===== src/inc/tsc_pkg.sv =====
// Constants and types of the transmit-state controller
// Contract
// Four working states, sleep, oscillator startup, tune, transmit, in that order.
// In sleep every internal block stays powered down until a start event.
// Configured start edge, rising or falling, leaves sleep for oscillator startup.
// Host waits about 400 us oscillator settle after the start edge.
// Tune lasts about 370 us; no amplifier or data before it completes.
// In transmit the data pin level is passed on to the amplifier.
// Data pin low for the configured stop time ends transmission, back to sleep.
// Stop time codes give 2 to 9 ms and 20 to 90 ms.
// Software reset command ends an ongoing transmission within 1 ms.
// Rising start: host holds the pin high at least 10 ns.
// Rising start: pin level ignored until tuning ends; host delays useful data.
// Falling start: host holds the pin low during oscillator startup.
// Falling start: settle leads to tune; pin level ignored while tuning.
// Falling start: host returns the pin high before the next start edge.
// Ramp time codes give 0 and 1 to 1024 us in powers of two.
// Ramp code zero brings amplifier to full power at once.
// Ramp down takes as long as ramp up for every setting.
// Host keeps ramp time at most half the inverse of max_symbol_rate.
// Output power codes span -10 to +13 dBm in 1 dB steps.
// With an external reference the load capacitance is set to minimum.
// Software reset is the 16-bit word BD01; host then waits 1 ms.
// Two-wire data changes on rising clock, device samples on falling clock.
// Any high level on the pin restarts the stop-low timer.
package tsc_pkg;
    localparam int CLK_MHZ = 200;
    localparam int US_PER_MS = 1000;
    localparam int OSC_SETTLE_US = 400;
    localparam int TUNE_US = 370;
    localparam int OSC_CYCLES = OSC_SETTLE_US * CLK_MHZ;
    localparam int TUNE_CYCLES = TUNE_US * CLK_MHZ;
    localparam int MS_CYCLES = US_PER_MS * CLK_MHZ;
    localparam int US_CYCLES = CLK_MHZ;
    localparam int CNT_W = 18;

    localparam int STOP_SEL_W = 4;
    localparam int STOP_MS_W = 7;
    localparam int STOP_FINE_CODES = 8;
    localparam int STOP_FINE_MIN_MS = 2;
    localparam int STOP_FINE_STEP_MS = 1;
    localparam int STOP_COARSE_MIN_MS = 20;
    localparam int STOP_COARSE_STEP_MS = 10;

    localparam int RAMP_SEL_W = 4;
    localparam int RAMP_SEL_MAX = 11;
    localparam int GAIN_W = 11;
    localparam int RAMP_FULL = 1024;

    localparam int PWR_CODE_W = 5;
    localparam int PWR_CODE_MAX = 23;
    localparam int PWR_MIN_DBM = -10;

    localparam int TWI_CMD_BITS = 16;
    localparam logic [15:0] SOFT_RST_CMD = 16'hbd01;

    localparam int FIFO_DEPTH = 32;
    localparam int SAMPLE_W = 1;

    typedef enum logic [1:0] {
        sleep_state,
        osc_startup_state,
        tune_state,
        transmit_state
    } tsc_state_t;
endpackage : tsc_pkg


===== src/tsc_fifo.sv =====
// Sample FIFO between the data pin and the modulator
`timescale 1ns/1ps
module tsc_fifo #(
    parameter int WIDTH = 1,
    parameter int DEPTH = 32
) (
    input wire logic core_clk_in,
    input wire logic arst_n_in,
    input wire logic flush_in,
    input wire logic in_valid_in,
    output logic in_ready_out,
    input wire logic [WIDTH-1:0] in_data_in,
    output logic out_valid_out,
    input wire logic out_ready_in,
    output logic [WIDTH-1:0] out_data_out
);
    localparam int AW = $clog2(DEPTH);
    logic [WIDTH-1:0] mem [DEPTH];
    logic [AW:0] wr_ptr, rd_ptr, next_wr_ptr, next_rd_ptr;
    logic do_wr, do_rd;

    // Extra pointer bit tells full from empty
    assign in_ready_out = !((wr_ptr[AW] != rd_ptr[AW]) &&
                            (wr_ptr[AW-1:0] == rd_ptr[AW-1:0]));
    assign out_valid_out = (wr_ptr != rd_ptr);
    assign out_data_out = mem[rd_ptr[AW-1:0]];
    assign do_wr = in_valid_in && in_ready_out && !flush_in;
    assign do_rd = out_valid_out && out_ready_in && !flush_in;

    always_comb begin
        next_wr_ptr = wr_ptr;
        next_rd_ptr = rd_ptr;
        if (flush_in) begin
            next_wr_ptr = '0;
            next_rd_ptr = '0;
        end else begin
            if (do_wr) next_wr_ptr = wr_ptr + 1'b1;
            if (do_rd) next_rd_ptr = rd_ptr + 1'b1;
        end
    end

    always_ff @(posedge core_clk_in or negedge arst_n_in) begin
        if (!arst_n_in) begin
            wr_ptr <= '0;
            rd_ptr <= '0;
        end else begin
            wr_ptr <= next_wr_ptr;
            rd_ptr <= next_rd_ptr;
        end
    end

    // Storage needs no reset; reads are guarded by the pointers
    always_ff @(posedge core_clk_in) begin
        if (do_wr) mem[wr_ptr[AW-1:0]] <= in_data_in;
    end
endmodule : tsc_fifo


===== src/tsc_ramp.sv =====
// Power amplifier gain ramp, up and down at one rate
`timescale 1ns/1ps
module tsc_ramp #(
    parameter int US_CYC = tsc_pkg::US_CYCLES
) (
    input wire logic core_clk_in,
    input wire logic arst_n_in,
    input wire logic up_in,
    input wire logic kill_in,
    input wire logic [tsc_pkg::RAMP_SEL_W-1:0] sel_in,
    output logic [tsc_pkg::GAIN_W-1:0] gain_out,
    output logic zero_out
);
    localparam int GW = tsc_pkg::GAIN_W;
    localparam logic [GW-1:0] FULL = GW'(tsc_pkg::RAMP_FULL);
    localparam logic [7:0] US_LAST = 8'(US_CYC - 1);
    localparam logic [3:0] SEL_MAX = 4'(tsc_pkg::RAMP_SEL_MAX);
    logic [7:0] pre, next_pre;
    logic [GW-1:0] next_gain;
    logic [GW-1:0] step;
    logic [GW:0] sum;
    logic [3:0] sel;
    logic tick;

    assign tick = (pre == US_LAST);
    assign sel = (sel_in > SEL_MAX) ? SEL_MAX : sel_in;
    // Code k moves 1/2^(k-1) of full scale per microsecond
    assign step = FULL >> (sel - 4'h1);
    assign zero_out = (gain_out == '0);

    always_comb begin
        next_pre = tick ? 8'h00 : pre + 8'h01;
        next_gain = gain_out;
        sum = '0;
        if (kill_in) begin
            next_gain = '0;
        end else if (sel == 4'h0) begin
            next_gain = up_in ? FULL : '0;
        end else if (tick && up_in) begin
            sum = {1'b0, gain_out} + {1'b0, step};
            next_gain = (sum > {1'b0, FULL}) ? FULL : sum[GW-1:0];
        end else if (tick) begin
            // Same step downward keeps both ramps equally long
            next_gain = (gain_out > step) ? gain_out - step : '0;
        end
    end

    always_ff @(posedge core_clk_in or negedge arst_n_in) begin
        if (!arst_n_in) begin
            pre <= '0;
            gain_out <= '0;
        end else begin
            pre <= next_pre;
            gain_out <= next_gain;
        end
    end

    ramp_zero_a: assert property (@(posedge core_clk_in)
        disable iff (!arst_n_in) (sel == 4'h0 && up_in && !kill_in)
        |=> gain_out == FULL)
        else $error("zero ramp code did not reach full gain");

    ramp_step_a: assert property (@(posedge core_clk_in)
        disable iff (!arst_n_in)
        (tick && !kill_in && sel != 4'h0 && !up_in && gain_out >= step)
        |=> gain_out == $past(gain_out) - $past(step))
        else $error("ramp down step differs from ramp up step");
endmodule : tsc_ramp


===== src/tsc_top.sv =====
// Transmit-state controller: sequencing, stop timer, command decode
`timescale 1ns/1ps
module tsc_top #(
    parameter int OSC_CYC = tsc_pkg::OSC_CYCLES,
    parameter int TUNE_CYC = tsc_pkg::TUNE_CYCLES,
    parameter int MS_CYC = tsc_pkg::MS_CYCLES,
    parameter int DEPTH = tsc_pkg::FIFO_DEPTH
) (
    input wire logic core_clk_in,
    input wire logic arst_n_in,
    input wire logic data_pin_in,
    input wire logic start_falling_in,
    input wire logic [tsc_pkg::STOP_SEL_W-1:0] stop_sel_in,
    input wire logic [tsc_pkg::RAMP_SEL_W-1:0] ramp_sel_in,
    input wire logic [tsc_pkg::PWR_CODE_W-1:0] power_code_in,
    input wire logic twi_clk_in,
    input wire logic twi_data_in,
    input wire logic mod_ready_in,
    output logic [1:0] state_out,
    output logic osc_en_out,
    output logic synth_en_out,
    output logic power_amplifier_en_out,
    output logic [tsc_pkg::GAIN_W-1:0] power_amplifier_gain_out,
    output logic [tsc_pkg::PWR_CODE_W-1:0] power_amplifier_code_out,
    output logic tx_data_out,
    output logic tx_valid_out,
    output logic sample_ready_out
);
    localparam int CW = tsc_pkg::CNT_W;
    localparam int MW = tsc_pkg::STOP_MS_W;
    localparam int PW = tsc_pkg::PWR_CODE_W;
    localparam logic [CW-1:0] OSC_LAST = CW'(OSC_CYC - 1);
    localparam logic [CW-1:0] TUNE_LAST = CW'(TUNE_CYC - 1);
    localparam logic [CW-1:0] MS_LAST = CW'(MS_CYC - 1);
    localparam logic [PW-1:0] PWR_MAX = PW'(tsc_pkg::PWR_CODE_MAX);
    localparam logic [3:0] FINE_CODES = 4'(tsc_pkg::STOP_FINE_CODES);
    localparam logic [MW-1:0] FINE_MIN = MW'(tsc_pkg::STOP_FINE_MIN_MS);
    localparam logic [MW-1:0] FINE_STEP = MW'(tsc_pkg::STOP_FINE_STEP_MS);
    localparam logic [MW-1:0] CRS_MIN = MW'(tsc_pkg::STOP_COARSE_MIN_MS);
    localparam logic [MW-1:0] CRS_STEP = MW'(tsc_pkg::STOP_COARSE_STEP_MS);
    localparam logic [15:0] CMD = tsc_pkg::SOFT_RST_CMD;

    tsc_pkg::tsc_state_t state, next_state;
    logic [CW-1:0] cnt, next_cnt;
    logic [MW-1:0] ms_cnt, next_ms_cnt;
    logic stopping, next_stopping;
    logic armed, data_q, twi_clk_q;
    logic [15:0] twi_sh, next_twi_sh;
    logic [PW-1:0] next_power;
    logic next_tx_data, next_tx_valid;

    logic start_edge, twi_fall, soft_hit, ms_tick;
    logic [MW-1:0] stop_ms;
    logic sending, ramp_zero;
    logic fifo_valid, fifo_data, fifo_pop;

    // Edge detection is disarmed for the first cycle after reset, so a
    // pin already high at release does not count as a rising edge
    always_comb begin
        if (start_falling_in) begin
            start_edge = armed && data_q && !data_pin_in;
        end else begin
            start_edge = armed && !data_q && data_pin_in;
        end
    end

    // Device samples the two-wire data line on the falling clock edge
    assign twi_fall = twi_clk_q && !twi_clk_in;
    assign soft_hit = twi_fall && ({twi_sh[14:0], twi_data_in} == CMD);

    always_comb begin
        next_twi_sh = twi_sh;
        if (soft_hit) begin
            next_twi_sh = '0;
        end else if (twi_fall) begin
            next_twi_sh = {twi_sh[14:0], twi_data_in};
        end
    end

    // Stop time code to milliseconds
    always_comb begin
        if (stop_sel_in < FINE_CODES) begin
            stop_ms = FINE_MIN + FINE_STEP * MW'(stop_sel_in);
        end else begin
            stop_ms = CRS_MIN + CRS_STEP * MW'(stop_sel_in - FINE_CODES);
        end
    end

    assign ms_tick = (cnt == MS_LAST);
    assign sending = (state == tsc_pkg::transmit_state) && !stopping;

    // Main sequence: one shared counter times settle, tune and the
    // stop-low prescaler, since only one is needed in each state
    always_comb begin
        next_state = state;
        next_cnt = cnt;
        next_ms_cnt = ms_cnt;
        next_stopping = stopping;
        case (state)
            tsc_pkg::sleep_state: begin
                next_cnt = '0;
                next_ms_cnt = '0;
                next_stopping = 1'b0;
                if (start_edge) begin
                    next_state = tsc_pkg::osc_startup_state;
                end
            end
            tsc_pkg::osc_startup_state: begin
                // Pin level is not looked at while the oscillator settles
                if (cnt == OSC_LAST) begin
                    next_cnt = '0;
                    next_state = tsc_pkg::tune_state;
                end else begin
                    next_cnt = cnt + 1'b1;
                end
            end
            tsc_pkg::tune_state: begin
                // Pin ignored here; amplifier stays off until done
                if (cnt == TUNE_LAST) begin
                    next_cnt = '0;
                    next_state = tsc_pkg::transmit_state;
                end else begin
                    next_cnt = cnt + 1'b1;
                end
            end
            tsc_pkg::transmit_state: begin
                if (stopping) begin
                    // Stay until the amplifier has ramped down fully
                    if (ramp_zero) begin
                        next_state = tsc_pkg::sleep_state;
                        next_stopping = 1'b0;
                    end
                end else if (data_pin_in) begin
                    next_cnt = '0;
                    next_ms_cnt = '0;
                end else if (ms_tick) begin
                    next_cnt = '0;
                    next_ms_cnt = ms_cnt + 1'b1;
                    if (ms_cnt + 1'b1 >= stop_ms) begin
                        next_stopping = 1'b1;
                    end
                end else begin
                    next_cnt = cnt + 1'b1;
                end
            end
            default: begin
                next_state = tsc_pkg::sleep_state;
            end
        endcase
        // Software reset cuts the amplifier at once, well inside 1 ms,
        // even with the longest ramp selected
        if (soft_hit) begin
            next_state = tsc_pkg::sleep_state;
            next_cnt = '0;
            next_ms_cnt = '0;
            next_stopping = 1'b0;
        end
    end

    always_ff @(posedge core_clk_in or negedge arst_n_in) begin
        if (!arst_n_in) begin
            state <= tsc_pkg::sleep_state;
            cnt <= '0;
            ms_cnt <= '0;
            stopping <= 1'b0;
        end else begin
            state <= next_state;
            cnt <= next_cnt;
            ms_cnt <= next_ms_cnt;
            stopping <= next_stopping;
        end
    end

    always_ff @(posedge core_clk_in or negedge arst_n_in) begin
        if (!arst_n_in) begin
            armed <= 1'b0;
            data_q <= 1'b0;
            twi_clk_q <= 1'b0;
            twi_sh <= '0;
        end else begin
            armed <= 1'b1;
            data_q <= data_pin_in;
            twi_clk_q <= twi_clk_in;
            twi_sh <= next_twi_sh;
        end
    end

    // Power blocks follow the state; all off in sleep
    assign state_out = state;
    assign osc_en_out = (state != tsc_pkg::sleep_state);
    assign synth_en_out = (state == tsc_pkg::tune_state) ||
                          (state == tsc_pkg::transmit_state);
    assign power_amplifier_en_out = !ramp_zero;

    tsc_ramp #(
        .US_CYC(tsc_pkg::US_CYCLES)
    ) u_ramp (
        .core_clk_in(core_clk_in),
        .arst_n_in(arst_n_in),
        .up_in(sending),
        .kill_in(soft_hit),
        .sel_in(ramp_sel_in),
        .gain_out(power_amplifier_gain_out),
        .zero_out(ramp_zero)
    );

    // Samples dropped while the FIFO is full show as sample_ready_out low
    tsc_fifo #(
        .WIDTH(tsc_pkg::SAMPLE_W),
        .DEPTH(DEPTH)
    ) u_fifo (
        .core_clk_in(core_clk_in),
        .arst_n_in(arst_n_in),
        .flush_in(state == tsc_pkg::sleep_state),
        .in_valid_in(sending),
        .in_ready_out(sample_ready_out),
        .in_data_in(data_pin_in),
        .out_valid_out(fifo_valid),
        .out_ready_in(mod_ready_in),
        .out_data_out(fifo_data)
    );

    // No sample is reported on the edge that ends transmission, so the
    // modulator never sees a pulse while the device is already asleep
    assign fifo_pop = fifo_valid && mod_ready_in &&
                      (state != tsc_pkg::sleep_state) &&
                      (next_state != tsc_pkg::sleep_state);

    always_comb begin
        next_tx_valid = fifo_pop;
        next_tx_data = fifo_pop ? fifo_data : tx_data_out;
        // Codes above the top setting clamp to +13 dBm
        next_power = (power_code_in > PWR_MAX) ? PWR_MAX : power_code_in;
    end

    always_ff @(posedge core_clk_in or negedge arst_n_in) begin
        if (!arst_n_in) begin
            tx_valid_out <= 1'b0;
            tx_data_out <= 1'b0;
            power_amplifier_code_out <= '0;
        end else begin
            tx_valid_out <= next_tx_valid;
            tx_data_out <= next_tx_data;
            power_amplifier_code_out <= next_power;
        end
    end

    sleep_off_a: assert property (@(posedge core_clk_in)
        disable iff (!arst_n_in) (state == tsc_pkg::sleep_state)
        |-> !osc_en_out && !synth_en_out && power_amplifier_gain_out == '0)
        else $error("block powered while asleep");

    start_edge_a: assert property (@(posedge core_clk_in)
        disable iff (!arst_n_in)
        (state == tsc_pkg::sleep_state && start_edge && !soft_hit)
        |=> state == tsc_pkg::osc_startup_state)
        else $error("start edge did not wake the device");

    settle_time_a: assert property (@(posedge core_clk_in)
        disable iff (!arst_n_in) $rose(state == tsc_pkg::tune_state)
        |-> $past(state) == tsc_pkg::osc_startup_state &&
            $past(cnt) == OSC_LAST)
        else $error("tune entered before oscillator settle");

    tune_time_a: assert property (@(posedge core_clk_in)
        disable iff (!arst_n_in) $rose(state == tsc_pkg::transmit_state)
        |-> $past(state) == tsc_pkg::tune_state &&
            $past(cnt) == TUNE_LAST)
        else $error("transmit entered before tune finished");

    no_amp_early_a: assert property (@(posedge core_clk_in)
        disable iff (!arst_n_in) (state != tsc_pkg::transmit_state)
        |-> !sending && power_amplifier_gain_out == '0 && !tx_valid_out
        ##1 !tx_valid_out)
        else $error("amplifier or data active before transmit");

    tune_ignore_a: assert property (@(posedge core_clk_in)
        disable iff (!arst_n_in)
        (state == tsc_pkg::tune_state && cnt != TUNE_LAST && !soft_hit)
        |=> state == tsc_pkg::tune_state && cnt == $past(cnt) + 1'b1)
        else $error("tune timing disturbed by the data pin");

    pass_data_a: assert property (@(posedge core_clk_in)
        disable iff (!arst_n_in)
        (fifo_pop && !soft_hit) |=> tx_valid_out &&
        tx_data_out == $past(fifo_data))
        else $error("sample not passed to the amplifier");

    stop_time_a: assert property (@(posedge core_clk_in)
        disable iff (!arst_n_in) $rose(stopping)
        |-> $past(ms_cnt) + 1'b1 == $past(stop_ms) && !$past(data_pin_in))
        else $error("stop taken at wrong low time");

    low_restart_a: assert property (@(posedge core_clk_in)
        disable iff (!arst_n_in) (sending && data_pin_in && !soft_hit)
        |=> ms_cnt == '0 && cnt == '0)
        else $error("high level did not restart stop timer");

    soft_reset_a: assert property (@(posedge core_clk_in)
        disable iff (!arst_n_in) soft_hit
        |=> state == tsc_pkg::sleep_state && power_amplifier_gain_out == '0)
        else $error("software reset did not end transmission");

    power_range_a: assert property (@(posedge core_clk_in)
        disable iff (!arst_n_in) 1'b1 |=> power_amplifier_code_out <= PWR_MAX)
        else $error("power code out of range");
endmodule : tsc_top


===== config.mk =====
export PLATFORM = sky130hd
export DESIGN_NAME = tsc_top
export DESIGN_NICKNAME = d
export VERILOG_FILES = /design/src/inc/tsc_pkg.sv /design/src/tsc_fifo.sv /design/src/tsc_ramp.sv /design/src/tsc_top.sv
export SDC_FILE = /design/constraint.sdc
export NUM_CORES = 1
export LEC_CHECK = 0
export BUFFER_PORTS_ARGS = -buffer_cell sky130_fd_sc_hd__buf_2
export CAP_MARGIN = 20
export CORE_MARGIN = 4
export CORE_UTILIZATION = 60
export CTS_CLUSTER_DIAMETER = 80
export DETAILED_ROUTE_END_ITERATION = 16
export GPL_ROUTABILITY_DRIVEN = 0
export GPL_TIMING_DRIVEN = 0
export MAX_ROUTING_LAYER = met4
export PLACE_DENSITY = 0.82
export SLEW_MARGIN = 10
export SYNTH_ARGS = -nofsm -noshare
export SYNTH_HDL_FRONTEND = slang
export SYNTH_SLANG_ARGS = --single-unit

===== constraint.sdc =====
create_clock -name core_clk_in -period 3.6 [get_ports core_clk_in]
set_input_delay 0 -clock core_clk_in [delete_from_list [all_inputs] [get_ports core_clk_in]]
set_output_delay 0 -clock core_clk_in [all_outputs]
set_load 0.02 [all_outputs]

==> results.md, run 1 <==
- Status: finished, final reports clean
- Setup crit start kind: register
- Max Buffers Root-to-Sink: 2
- Cell total after placement: between 900 and 1000
- Non-Filler Instances: 981
- Synth Area in XOR/XNOR: 5.93%
- Drt pass-1 iters: 6
- DR vias: 6047
- Net Sw Frac: 28.9%
- Synth unique cells: 79
- Worst path cell trace: ha_1, fa_1, nand2b_1, a211oi_1, nor3_1, nor2_1, xnor2_1, o41ai_4, nand3_1, a41oi_2
- Nets: just under 900
- Layout cells sized above 1: 13.5%
- PortBufs: 43
- Hold Path Class: input pin to async pin
- IO Pins: 44
- Metal2 WL: approximately 8.5 mm
- First-pass GRT wire length: roughly 30 mm
- WL met1: 7.15 mm
- Synth Area in Simple Gates: 21.2%
- Mapped Area: 0.00724 mm2
- Worst path required time: 3940 ps
- CP endpoint kind: register
- CP startpoint: u_ramp.gain_out[0]$_DFFE_PN0P_
- Flops & latches, synth: 116
- Ys Warns: 0
- Worst flop-to-flop path startpoint: u_ramp.gain_out[0]$_DFFE_PN0P_
- Final period util: 97.0%
- Die Wd: 118 um
- Max Slew Vio Count: 0
- Later-pin clock latency in the skew report: 420 ps
- PD cells: 465 mW/mm2
- Clock Power Share: between 40% and 50%
- Initial Utilization: 62.4%
- Top_reg_cell synth: dfrtp_1
- Root Driver: clkbuf_16
- Logic pwr share: about a fifth
- DIE AREA: 0.0139 mm2
- Met3 wire len: 1.31 mm
- # hold bufs at CTS: 11
- Worst clock skew: roughly 9 ps
- Commonest non-fill, non-tap cell in the layout: nor2_1
- Hpwl dp: 11.9 mm
- Total core area: 0.0116 mm2
- Register area share after synthesis: 42.3%
- CP arrival: 3830 ps
- Worst Max-Slew Pin Slew: 1000 ps
- Async SR Flop Fraction: 72.4%
- Largest family of logic cells by synthesized area: simple AND/OR/NAND/NOR gates
- Max-slew headroom: 32.9%
- DRT Wirelength: 17.4 mm
- Peak per-stage delay on the critical path: 740 ps
- Minimum clock period: 3490 ps
- EDFF count, synth: 32
- Mapped Cells: 751
- Post-Syn Area per Cell: 9.64 um2
- Slowest CP cell: o41ai_4
- Rows: 39
- Max IR drop VDD: 0.398 mV
- Post-CTS sizing: 0
- Die height: 118 um
- Vias in the first global route: between 6000 and 7000
- Largest net degree at the start of global routing: 68
- Cts bufs inserted: 17
- Antenna violations before repair: 0
- Ant diodes: 0
- DR DRC count: 0
- P_sw: 1.12 mW
- Mux contribution to synthesized area: 5.10%
- Final hold vios: 0
- Total gr overflow: 0
- Total negative slack: 0 ps
- RSZ-0062 raised after global routing: false
- Clock net sink count: ~120
- Top routing layer used: met4
- Crit path max fanout: 9
- Count of final setup violators: 0
- FMAX: 286 MHz
- Drt via density: 6.16
- Adder-Cell Fraction of Synth Area: approximately 8.6%
- CTS tree: yes
- DRT antenna net count: 0
- Register share of total power: 39.6%
- Commonest non-fill, non-tap cells in the layout: nor2_1, dfrtp_1, nand2_1
- Synth Area in Compound Gates: 12.7%
- Int Pwr: 2.75 mW
- H-tree depth: 4
- Leak Pwr: 3.67 nW
- Avg WL per Cell: 17.7 um
- Fillers: roughly 830
- CTS clock-pin slew for the worst setup and hold paths: 60 ps
- Max Cap Viol: 0
- Area Growth Syn to Fin: 14.8%
- Post-CTS Setup Bufs: 0
- GR Util All Layers: 26.6%
- Synth Net Count: approximately 820
- DR iter-0 viols: 631
- CP Class: register to register
-- sequential cells by signal, summed over array words and instances (netlist names) --
register	flops
u_fifo.mem	32
stopping	1
twi_sh	15
twi_clk_q	1
tx_valid_out	1
tx_data_out	1
u_ramp.pre	8
u_fifo.rd_ptr	6
armed	1
data_q	1
power_amplifier_code_out	5
u_ramp.gain_out	11
ms_cnt	7
state_out	2
u_fifo.wr_ptr	6
cnt	18
-- logic make-up after synthesis --
kind of cell / after synthesis
AND/OR/NAND/NOR: 313
AO/OA/AOI/OAI: 135
flip-flops: 116
buffers and inverters: 66
XOR/XNOR: 49
adder cells (fa/ha/maj): 48
multiplexers: 23
other: 1
-- path summary, 6_finish.rpt --
path	endpoint	slack (ps)	cells past startpoint
min reg2reg	u_ramp.pre[0]$_DFF_PN0_	480	1
max reg2reg	u_ramp.gain_out[2]$_DFFE_PN0P_	110	10
max in group asynchronous	cnt[9]$_DFFE_PN0P_	3000	3
max	u_ramp.gain_out[2]$_DFFE_PN0P_	110	10
min in group core_clk_in	data_q$_DFF_PN0_	20	1
min	u_ramp.gain_out[3]$_DFFE_PN0P_	2	2
-- power groups by stage --
stage | sequential, mW | clock (mW) | combinational (mW)
6_report | 1.53 | 1.56 | 0.775
5_1_grt | 1.54 | 1.64 | 0.855
4_1_cts | 1.53 | 1.57 | 0.768
3_5_place_dp | 1.55 | 0 | 0.753
3_3_place_gp | 1.54 | 0 | 0.722
2_1_floorplan | 1.56 | 0 | 0.539
-- routing by layer --
metal | vias up | track usage, %
met1 | 2894 | 32.0
met4 | 0 | 11.1
li1 | 2816 | -
met2 | 281 | 43.2
met3 | 56 | 6.30
met5 | - | -
-- synthesized netlist by cell type (all sizes together), types with 3 or more instances --
cell type	n	area share, %
a22oi	6	0.62
mux4	10	3.1
fa	3	0.83
nand4	6	0.52
o21a	4	0.41
nand2	74	3.8
a211o	3	0.36
a21oi	28	1.9
a211oi	5	0.59
o41ai	3	0.62
o21ai	41	2.8
clkbuf	17	0.95
ha	45	7.8
nor4	8	0.69
nor3	15	1.1
a21o	6	0.62
o31ai	5	0.52
and3	10	0.88
dfrtp	84	29
nand2b	18	1.6
and2	6	0.52
or4	4	0.41
or3	6	0.52
a31oi	3	0.26
a221o	3	0.41
nand4b	3	0.36
edfxtp	32	13
inv	39	2.0
buf	9	0.98
nor2	95	4.9
nor2b	17	1.6
mux2	11	1.7
xor2	20	2.4
xnor2	29	3.5
nand3	36	2.5
a221oi	4	0.48
o21bai	4	0.41
nand3b	4	0.41
-- per-stage QoR --
step	hold WS (ps)	total power, mW	area, um2	util (%)	setup slack (ps)
floorplan	-296	2.10	7240	-	734
global placement	120	2.26	7640	65.8	344
detailed placement	-92.5	2.30	7670	66.0	249
CTS	8.08	3.86	8320	71.6	226
global route	35.0	4.03	8320	71.6	9.30
finish	1.55	3.86	8320	71.6	108
-- cell type report --
class	count	area [um2]	share of cell area, %
plain buffers	27	153	1.84
multi-input cells	569	3880	46.7
inverters	39	146	1.76
clock inverters	9	81.3	0.978
flip-flops and latches	116	3060	36.8
clock buffers	23	458	5.51
well taps	143	179	2.15
repair buffers	55	355	4.27
-- worst max-delay path, delay by kind of cell (launching register included) --
kind                       cells  cell delay, ps
AOI/OAI and AO/OA              3            1090
xor gates and xnor gates       1             190
adders and majority gates      2             730
DFF                            1             440
and+or+nand+nor                4             960
Power figures use the tool's default switching activity.
==> inputs of run 2 (changes only) <==
--- a/config.mk
+++ b/config.mk
@@ -6,7 +6,6 @@
 export NUM_CORES = 1
 export LEC_CHECK = 0
 export BUFFER_PORTS_ARGS = -buffer_cell sky130_fd_sc_hd__buf_2
-export CAP_MARGIN = 20
 export CORE_MARGIN = 4
 export CORE_UTILIZATION = 60
 export CTS_CLUSTER_DIAMETER = 80
==> constraint.sdc (replaced) <==
create_clock -name core_clk_in -period 3.5 [get_ports core_clk_in]
set_input_delay 0 -clock core_clk_in [delete_from_list [all_inputs] [get_ports core_clk_in]]
set_output_delay 0 -clock core_clk_in [all_outputs]
set_load 0.02 [all_outputs]
==> run 2 against run 1 <==
Effect of this change: sequential power rose by 3%; cell count rose by 0.20%; clock skew barely moved; utilization rose by 0.13 points; critical path type unchanged; critical endpoint is now u_ramp.gain_out[0]$_DFFE_PN0P_.
==> results.md, run 2 (same netlist as run 1, synthesis figures left out) <==
- Post-CTS sizing: 0 (unchanged)
- Die Wd: 118 um (unchanged)
- Reg2reg path depth: 11 (+1)
- Rows: 39 (unchanged)
- Largest net degree at the start of global routing: 68 (unchanged)
- Nets: 895 (+0.22%)
- Count of final setup violators: 0 (unchanged)
- Final period util: 96.2% (-0.76 points)
- Later-pin clock latency in the skew report: 420 ps (about the same)
- WL met1: 7.18 mm (+0.52%)
- Metal2 WL: 8.57 mm (+1.2%)
- DIE AREA: 0.0139 mm2 (unchanged)
- Root Driver: clkbuf_16
- Clock net sink count: 116 (unchanged)
- DRT Wirelength: 17.4 mm (+0.22%)
- Die height: 118 um (unchanged)
- Int Pwr: 2.83 mW (+2.9%)
- Vias in the first global route: 6244 (unchanged)
- First-pass GRT wire length: 29.2 mm (unchanged)
- Antenna violations before repair: 0 (unchanged)
- Worst Max-Slew Pin Slew: 1000 ps (+2.53 ps)
- Worst path required time: 3810 ps (-130 ps)
- CTS clock-pin slew for the worst setup and hold paths: 50 ps (about the same)
- Register share of total power: 39.5% (about the same)
- Drt via density: 6.13 (-0.60%)
- Logic pwr share: 20.1% (about the same)
- Drt pass-1 iters: 5 (-1)
- CP Class: register to register
- RSZ-0062 raised after global routing: false
- Post-Route Utilization: 71.7% (+0.13 points)
- Avg WL per Cell: 17.7 um (about the same)
- Hpwl dp: 11.9 mm (unchanged)
- Final hold vios: 0 (unchanged)
- Area Growth Syn to Fin: 15.0%
- Met3 wire len: 1.27 mm (-3.4%)
- Max-slew headroom: 32.8% (-0.17 points)
- Hold Path Class: input pin to async pin
- Net Sw Frac: 29.0% (+0.10 points)
- P_sw: 1.15 mW (+3.4%)
- DR vias: 6023 (-0.40%)
- Max IR drop VDD: 0.410 mV (+3.1%)
- Status: finished, final reports clean
- Largest register FFs: 32 (unchanged)
- Layout cells sized above 1: 13.7% (+0.21 points)
- Initial Utilization: 62.4% (unchanged)
- Ant diodes: 0 (unchanged)
- Commonest non-fill, non-tap cells in the layout: nor2_1, dfrtp_1, nand2_1
- Cts bufs inserted: 17 (unchanged)
- Leak Pwr: 3.68 nW (+0.23%)
- CP arrival: 3670 ps (-160 ps)
- DRT antenna net count: 0 (unchanged)
- Max Cap Viol: 0 (unchanged)
- Total negative slack: 0 ps (unchanged)
- PortBufs: 43 (unchanged)
- PD cells: 478 mW/mm2 (+2.9%)
- H-tree depth: 4 (unchanged)
- CTS tree: yes
- CP endpoint kind: register
- Worst flop-to-flop path startpoint: u_ramp.gain_out[3]$_DFFE_PN0P_
- Top routing layer used: met4
- GR Util All Layers: 26.6% (unchanged)
- Crit path max fanout: 10 (+1)
- Commonest non-fill, non-tap cell in the layout: nor2_1
- Max Slew Vio Count: 0 (unchanged)
- FMAX: 297 MHz (+3.7%)
- Worst clock skew: 8.70 ps (-0.485 ps)
- Worst reg2reg setup slack: 130 ps (+20 ps)
- DR DRC count: 0 (unchanged)
- Clock Power Share: 40.4% (about the same)
- Max Buffers Root-to-Sink: 2 (unchanged)
- DR iter-0 viols: 584 (-7.4%)
- Total core area: 0.0116 mm2 (unchanged)
- Minimum clock period: 3370 ps (-124 ps)
- IO Pins: 44 (unchanged)
- Setup crit start kind: register
- Total gr overflow: 0 (unchanged)
- Reg-to-Reg End: u_ramp.gain_out[0]$_DFFE_PN0P_
## run 2: what timing repair did
item,CTS,global route
hold buffers,11,0
endpoints found under the setup margin,0,5
setup buffers,0,2
endpoints found under the hold margin,91,0
## run 2: critical path, stage by stage, from the launching register on
cell and delay (ps):
dfrtp_1 450, ha_1 310, buf_2 180, nor2b_1 170, a211oi_1 450, nor3_1 200, o41ai_1 430, xnor2_1 280
o41ai_4 140, buf_4 200, buf_4 140, a221o_1 280
## run 2: cell type report
class | instances | area [um2]
plain buffers | 27 | 153
well taps | 143 | 179
inverters | 39 | 146
fillers | 822 | 3280
multi-input cells | 569 | 3880
flip-flops and latches | 116 | 3060
repair buffers | 57 | 370
clock inverters | 9 | 81.3
clock buffers | 23 | 458
## run 2: how the worst max path moves through the flow
stage / startpoint / end
finish: u_ramp.gain_out[3]$_DFFE_PN0P_ / u_ramp.gain_out[0]$_DFFE_PN0P_
global route: u_ramp.gain_out[3]$_DFFE_PN0P_ / u_ramp.gain_out[0]$_DFFE_PN0P_
CTS: u_ramp.gain_out[0]$_DFFE_PN0P_ / u_ramp.gain_out[2]$_DFFE_PN0P_
detailed placement: ramp_sel_in[0] / u_ramp.gain_out[2]$_DFFE_PN0P_
global placement: ramp_sel_in[0] / u_ramp.gain_out[2]$_DFFE_PN0P_
floorplan: u_ramp.gain_out[6]$_DFFE_PN0P_ / u_ramp.gain_out[2]$_DFFE_PN0P_
## run 2: power groups by stage
stage | registers [mW] | logic, mW | clock network, mW
after floorplan | 1.60 | 0.554 | 0
after global placement | 1.59 | 0.742 | 0
after detailed placement | 1.59 | 0.774 | 0
after CTS | 1.57 | 0.790 | 1.61
after global routing | 1.58 | 0.881 | 1.68
final | 1.57 | 0.801 | 1.61
## run 2: metrics by stage
stage	hold slack (ps)	instance area (um2)	instances	total power, mW	worst slack [ps]
6_report	1.74	8330	983	3.98	132
3_5_place_dp	-92.5	7670	938	2.37	149
2_1_floorplan	-296	7240	751	2.16	634
4_1_cts	8.08	8320	981	3.97	126
3_3_place_gp	120	7640	937	2.33	244
5_1_grt	35.0	8330	983	4.15	35.1
## run 2: layer usage
layer,vias to the layer above,GRT usage [%]
met5,-,-
met4,0,11.1
met3,50,6.30
met2,264,43.2
met1,2894,32.0
li1,2815,-
==> inputs of run 3 (changes only) <==
--- a/config.mk
+++ b/config.mk
@@ -5,15 +5,16 @@
 export SDC_FILE = /design/constraint.sdc
 export NUM_CORES = 1
 export LEC_CHECK = 0
-export BUFFER_PORTS_ARGS = -buffer_cell sky130_fd_sc_hd__buf_2
+export ABC_AREA = 1
 export CORE_MARGIN = 4
 export CORE_UTILIZATION = 60
 export CTS_CLUSTER_DIAMETER = 80
 export DETAILED_ROUTE_END_ITERATION = 16
+export DONT_BUFFER_PORTS = 1
 export GPL_ROUTABILITY_DRIVEN = 0
 export GPL_TIMING_DRIVEN = 0
 export MAX_ROUTING_LAYER = met4
-export PLACE_DENSITY = 0.82
+export PLACE_DENSITY = 0.79
 export SLEW_MARGIN = 10
 export SYNTH_ARGS = -nofsm -noshare
 export SYNTH_HDL_FRONTEND = slang
==> run 3 against run 2 <==
Effect of this change: clock skew down 1.5 ps; maximum frequency increased by 26%; utilization shrank 2.0 points; critical path type unchanged; flip-flop and latch count unchanged; hold slack gained 59 ps; worst setup slack gained 690 ps.
==> results.md, run 3 <==
- Status: finished, final reports clean
- GR Util All Layers: 26.6% (about the same)
- Avg WL per Cell: 14.6 um (-18%)
- Most frequent cell after synthesis: nand2_1
- Net Sw Frac: 28.2% (-0.83 points)
- Mapped Area: 0.00779 mm2 (+7.6%)
- Worst path required time: 3850 ps (+40 ps)
- Logic pwr share: 17.3% (-2.8 points)
- Hold Path Class: input pin to register
- Synth Area in XOR/XNOR: 3.82% (-2.1 points)
- DR iter-0 viols: 641 (+9.8%)
- RSZ-0062 raised after global routing: false
- CTS clock-pin slew for the worst setup and hold paths: 50 ps (about the same)
- Max Slew Vio Count: 0 (unchanged)
- Minimum clock period: 2680 ps (-686 ps)
- Largest register FFs: 32 (unchanged)
- Post-CTS Setup Bufs: 0 (unchanged)
- Hpwl dp: 13.1 mm (+11%)
- Crit path max fanout: 9 (-1)
- Commonest cells post-synth: nand2_1, inv_1, nor2_1
- Top post-synthesis cells by area: dfrtp_1, edfxtp_1, nand2_1
- Post-Syn Area per Cell: 7.63 um2 (-21%)
- Worst clock skew: 7.23 ps (-1.47 ps)
- DR vias: 6842 (+14%)
- Post-DP Area: 0.00801 mm2 (+4.4%)
- CP Class: register to register
- Antenna violations before repair: 0 (unchanged)
- Worst Max-Slew Pin Slew: 625 ps (-378 ps)
- EDFF count, synth: 32 (unchanged)
- First-pass GRT wire length: 30.3 mm (+3.8%)
- Initial Utilization: 61.5% (-0.87 points)
- Mux contribution to synthesized area: 0.128% (-5.0 points)
- Cts bufs inserted: 17 (unchanged)
- Synth Net Count: 1089 (+33%)
- Post-route design area: 0.00883 mm2 (+6.0%)
- Ant diodes: 0 (unchanged)
- Top-area cell type share of the netlist area: 27.0% (-2.0 points)
- Commonest non-fill, non-tap cell in the layout: nand2_1
- Ys Warns: 0 (unchanged)
- CTS tree: yes
- Root Driver: clkbuf_16
- DR DRC count: 0 (unchanged)
- Total negative slack: 0 ps (unchanged)
- Vias in the first global route: 6541 (+4.8%)
- Setup crit start kind: register
- Top_reg_cell synth: dfrtp_1
- Async SR Flop Fraction: 72.4% (unchanged)
- PD cells: 474 mW/mm2 (-0.76%)
- Register share of total power: 37.9% (-1.6 points)
- Commonest non-fill, non-tap cells in the layout: nand2_1, inv_1, nor2_1
- P_sw: 1.18 mW (+2.2%)
- Register area share after synthesis: 39.3% (-3.0 points)
- Max-slew headroom: 58.2% (+25 points)
- Die Wd: 122 um (+3.5%)
- Layout cells sized above 1: 8.61% (-5.1 points)
- Max Cap Viol: 0 (unchanged)
- Max Buffers Root-to-Sink: 2 (unchanged)
- Mapped Cells: 1021 (+36%)
- Largest net degree at the start of global routing: 85 (+25%)
- Synth Area in Simple Gates: 28.7% (+7.5 points)
- Synth Area in Compound Gates: 10.8% (-1.9 points)
- DIE AREA: 0.0149 mm2 (+7.1%)
- Area leader, netlist: dfrtp_1
- CP endpoint kind: register
- Nets: 1124 (+26%)
- H-tree depth: 4 (unchanged)
- Die height: 122 um (+3.5%)
- Post-CTS sizing: 0 (unchanged)
- Total gr overflow: 0 (unchanged)
- Drt pass-1 iters: 5 (unchanged)
- Int Pwr: 3.01 mW (+6.5%)
- Clock Power Share: 44.8% (+4.4 points)
- Largest family of logic cells by synthesized area: simple AND/OR/NAND/NOR gates
- PortBufs: 0 (-100%)
- CP arrival: 3030 ps (-640 ps)
- Flops & latches, synth: 116 (unchanged)
- Final period util: 76.6% (-20 points)
- Count of final setup violators: 0 (unchanged)
- Synth unique cells: 55 (-30%)
- Later-pin clock latency in the skew report: 420 ps (about the same)
- Area Growth Syn to Fin: 13.4%
- DRT antenna net count: 0 (unchanged)
- Drt via density: 5.51 (-10%)
- Final hold vios: 0 (unchanged)
- Leak Pwr: 4.35 nW (+18%)
- DRT Wirelength: 18.1 mm (+3.8%)
- Clock net sink count: 116 (unchanged)
- Total core area: 0.0127 mm2 (+9.1%)
- IO Pins: 44 (unchanged)
- FMAX: 373 MHz (+26%)
- Max IR drop VDD: 0.463 mV (+13%)
- Rows: 41 (+5.1%)
- Adder-Cell Fraction of Synth Area: 8.00% (-0.61 points)
## run 3: cell count changes in the layout (fill, tap and decap cells not counted), moves of 26 or more
cell     before  now
buf_2        45    9
inv_1        38  141
nand2_1      74  233
nand3_1      36   70
nor2_1       95  121
o21ai_0      34   62
## run 3: area by class of cell
type                       instances  area (um2)
inverter                         150         564
tap                              172         215
timing repair buffer              16         188
clock inverter                    13         206
multi-input combinational        730        4010
fill                            1019        3840
sequential                       116        3060
buffer                            25         153
clock buffer                      19         433
## run 3: cell families after synthesis
logic type                 after synthesis
xor gates and xnor gates                34
AOI/OAI and AO/OA                      141
DFF                                    116
adders and majority gates               48
buffers and inverters                  175
and+or+nand+nor                        505
muxes                                    1
other                                    1
## run 3: metrics by stage
| step | instances | power, mW | hold WS, ps | utilization (%) | setup slack [ps] |
|---|---|---|---|---|---|
| after detailed placement | 1193 | 2.29 | -290 | 63.2 | 796 |
| after global routing | 1241 | 4.38 | 71.4 | 69.7 | 634 |
| after global placement | 1193 | 2.27 | -290 | 63.2 | 816 |
| after CTS | 1241 | 4.21 | 39.4 | 69.7 | 820 |
| after floorplan | 1021 | 2.14 | -296 | - | 1180 |
| final | 1241 | 4.19 | 60.2 | 69.7 | 817 |
## run 3: worst max-delay path: stages, from the launching register on
cell and delay [ps]:
dfrtp_1 550, ha_1 290, fa_1 440, or2_2 300, nor2_1 100, nand3_1 90, nor2_1 100, nand2_1 80
nor2_2 120, nand3_2 100, nand2_4 130, nand2_1 110, nand2_1 70, nand2_1 70, nand2_1 60
## run 3: what timing repair did
item | 4_1_cts | 5_1_grt
endpoints found under the hold margin | 144 | 0
endpoints found under the setup margin | 0 | 0
hold buffers | 16 | 0
## run 3: worst paths after layout
kind	cells past startpoint	slack, ps	end	startpoint
max	14	820	u_ramp.gain_out[7]$_DFFE_PN0P_	u_ramp.gain_out[0]$_DFFE_PN0P_
min	5	60	u_ramp.gain_out[10]$_DFFE_PN0P_	ramp_sel_in[0]
max reg2reg	14	820	u_ramp.gain_out[7]$_DFFE_PN0P_	u_ramp.gain_out[0]$_DFFE_PN0P_
min reg2reg	2	490	twi_sh[6]$_DFFE_PN0P_	twi_sh[5]$_DFFE_PN0P_
max in group asynchronous	2	3020	ms_cnt[5]$_DFFE_PN0P_	arst_n_in
min in group asynchronous	2	140	u_fifo.wr_ptr[4]$_DFFE_PN0P_	arst_n_in
## run 3: routing by layer
layer,track usage (%),wire [um],vias up
met5,-,0,-
met4,11.7,553,0
met3,5.85,1000,41
met2,42.6,8760,202
met1,32.6,7790,3195
li1,-,-,3404
## run 3: power by group through the flow
stage	clock network [mW]	registers [mW]	logic [mW]
after floorplan	0	1.59	0.545
after global placement	0	1.61	0.660
after detailed placement	0	1.61	0.673
after CTS	1.90	1.59	0.724
after global routing	1.96	1.60	0.821
final	1.88	1.59	0.725
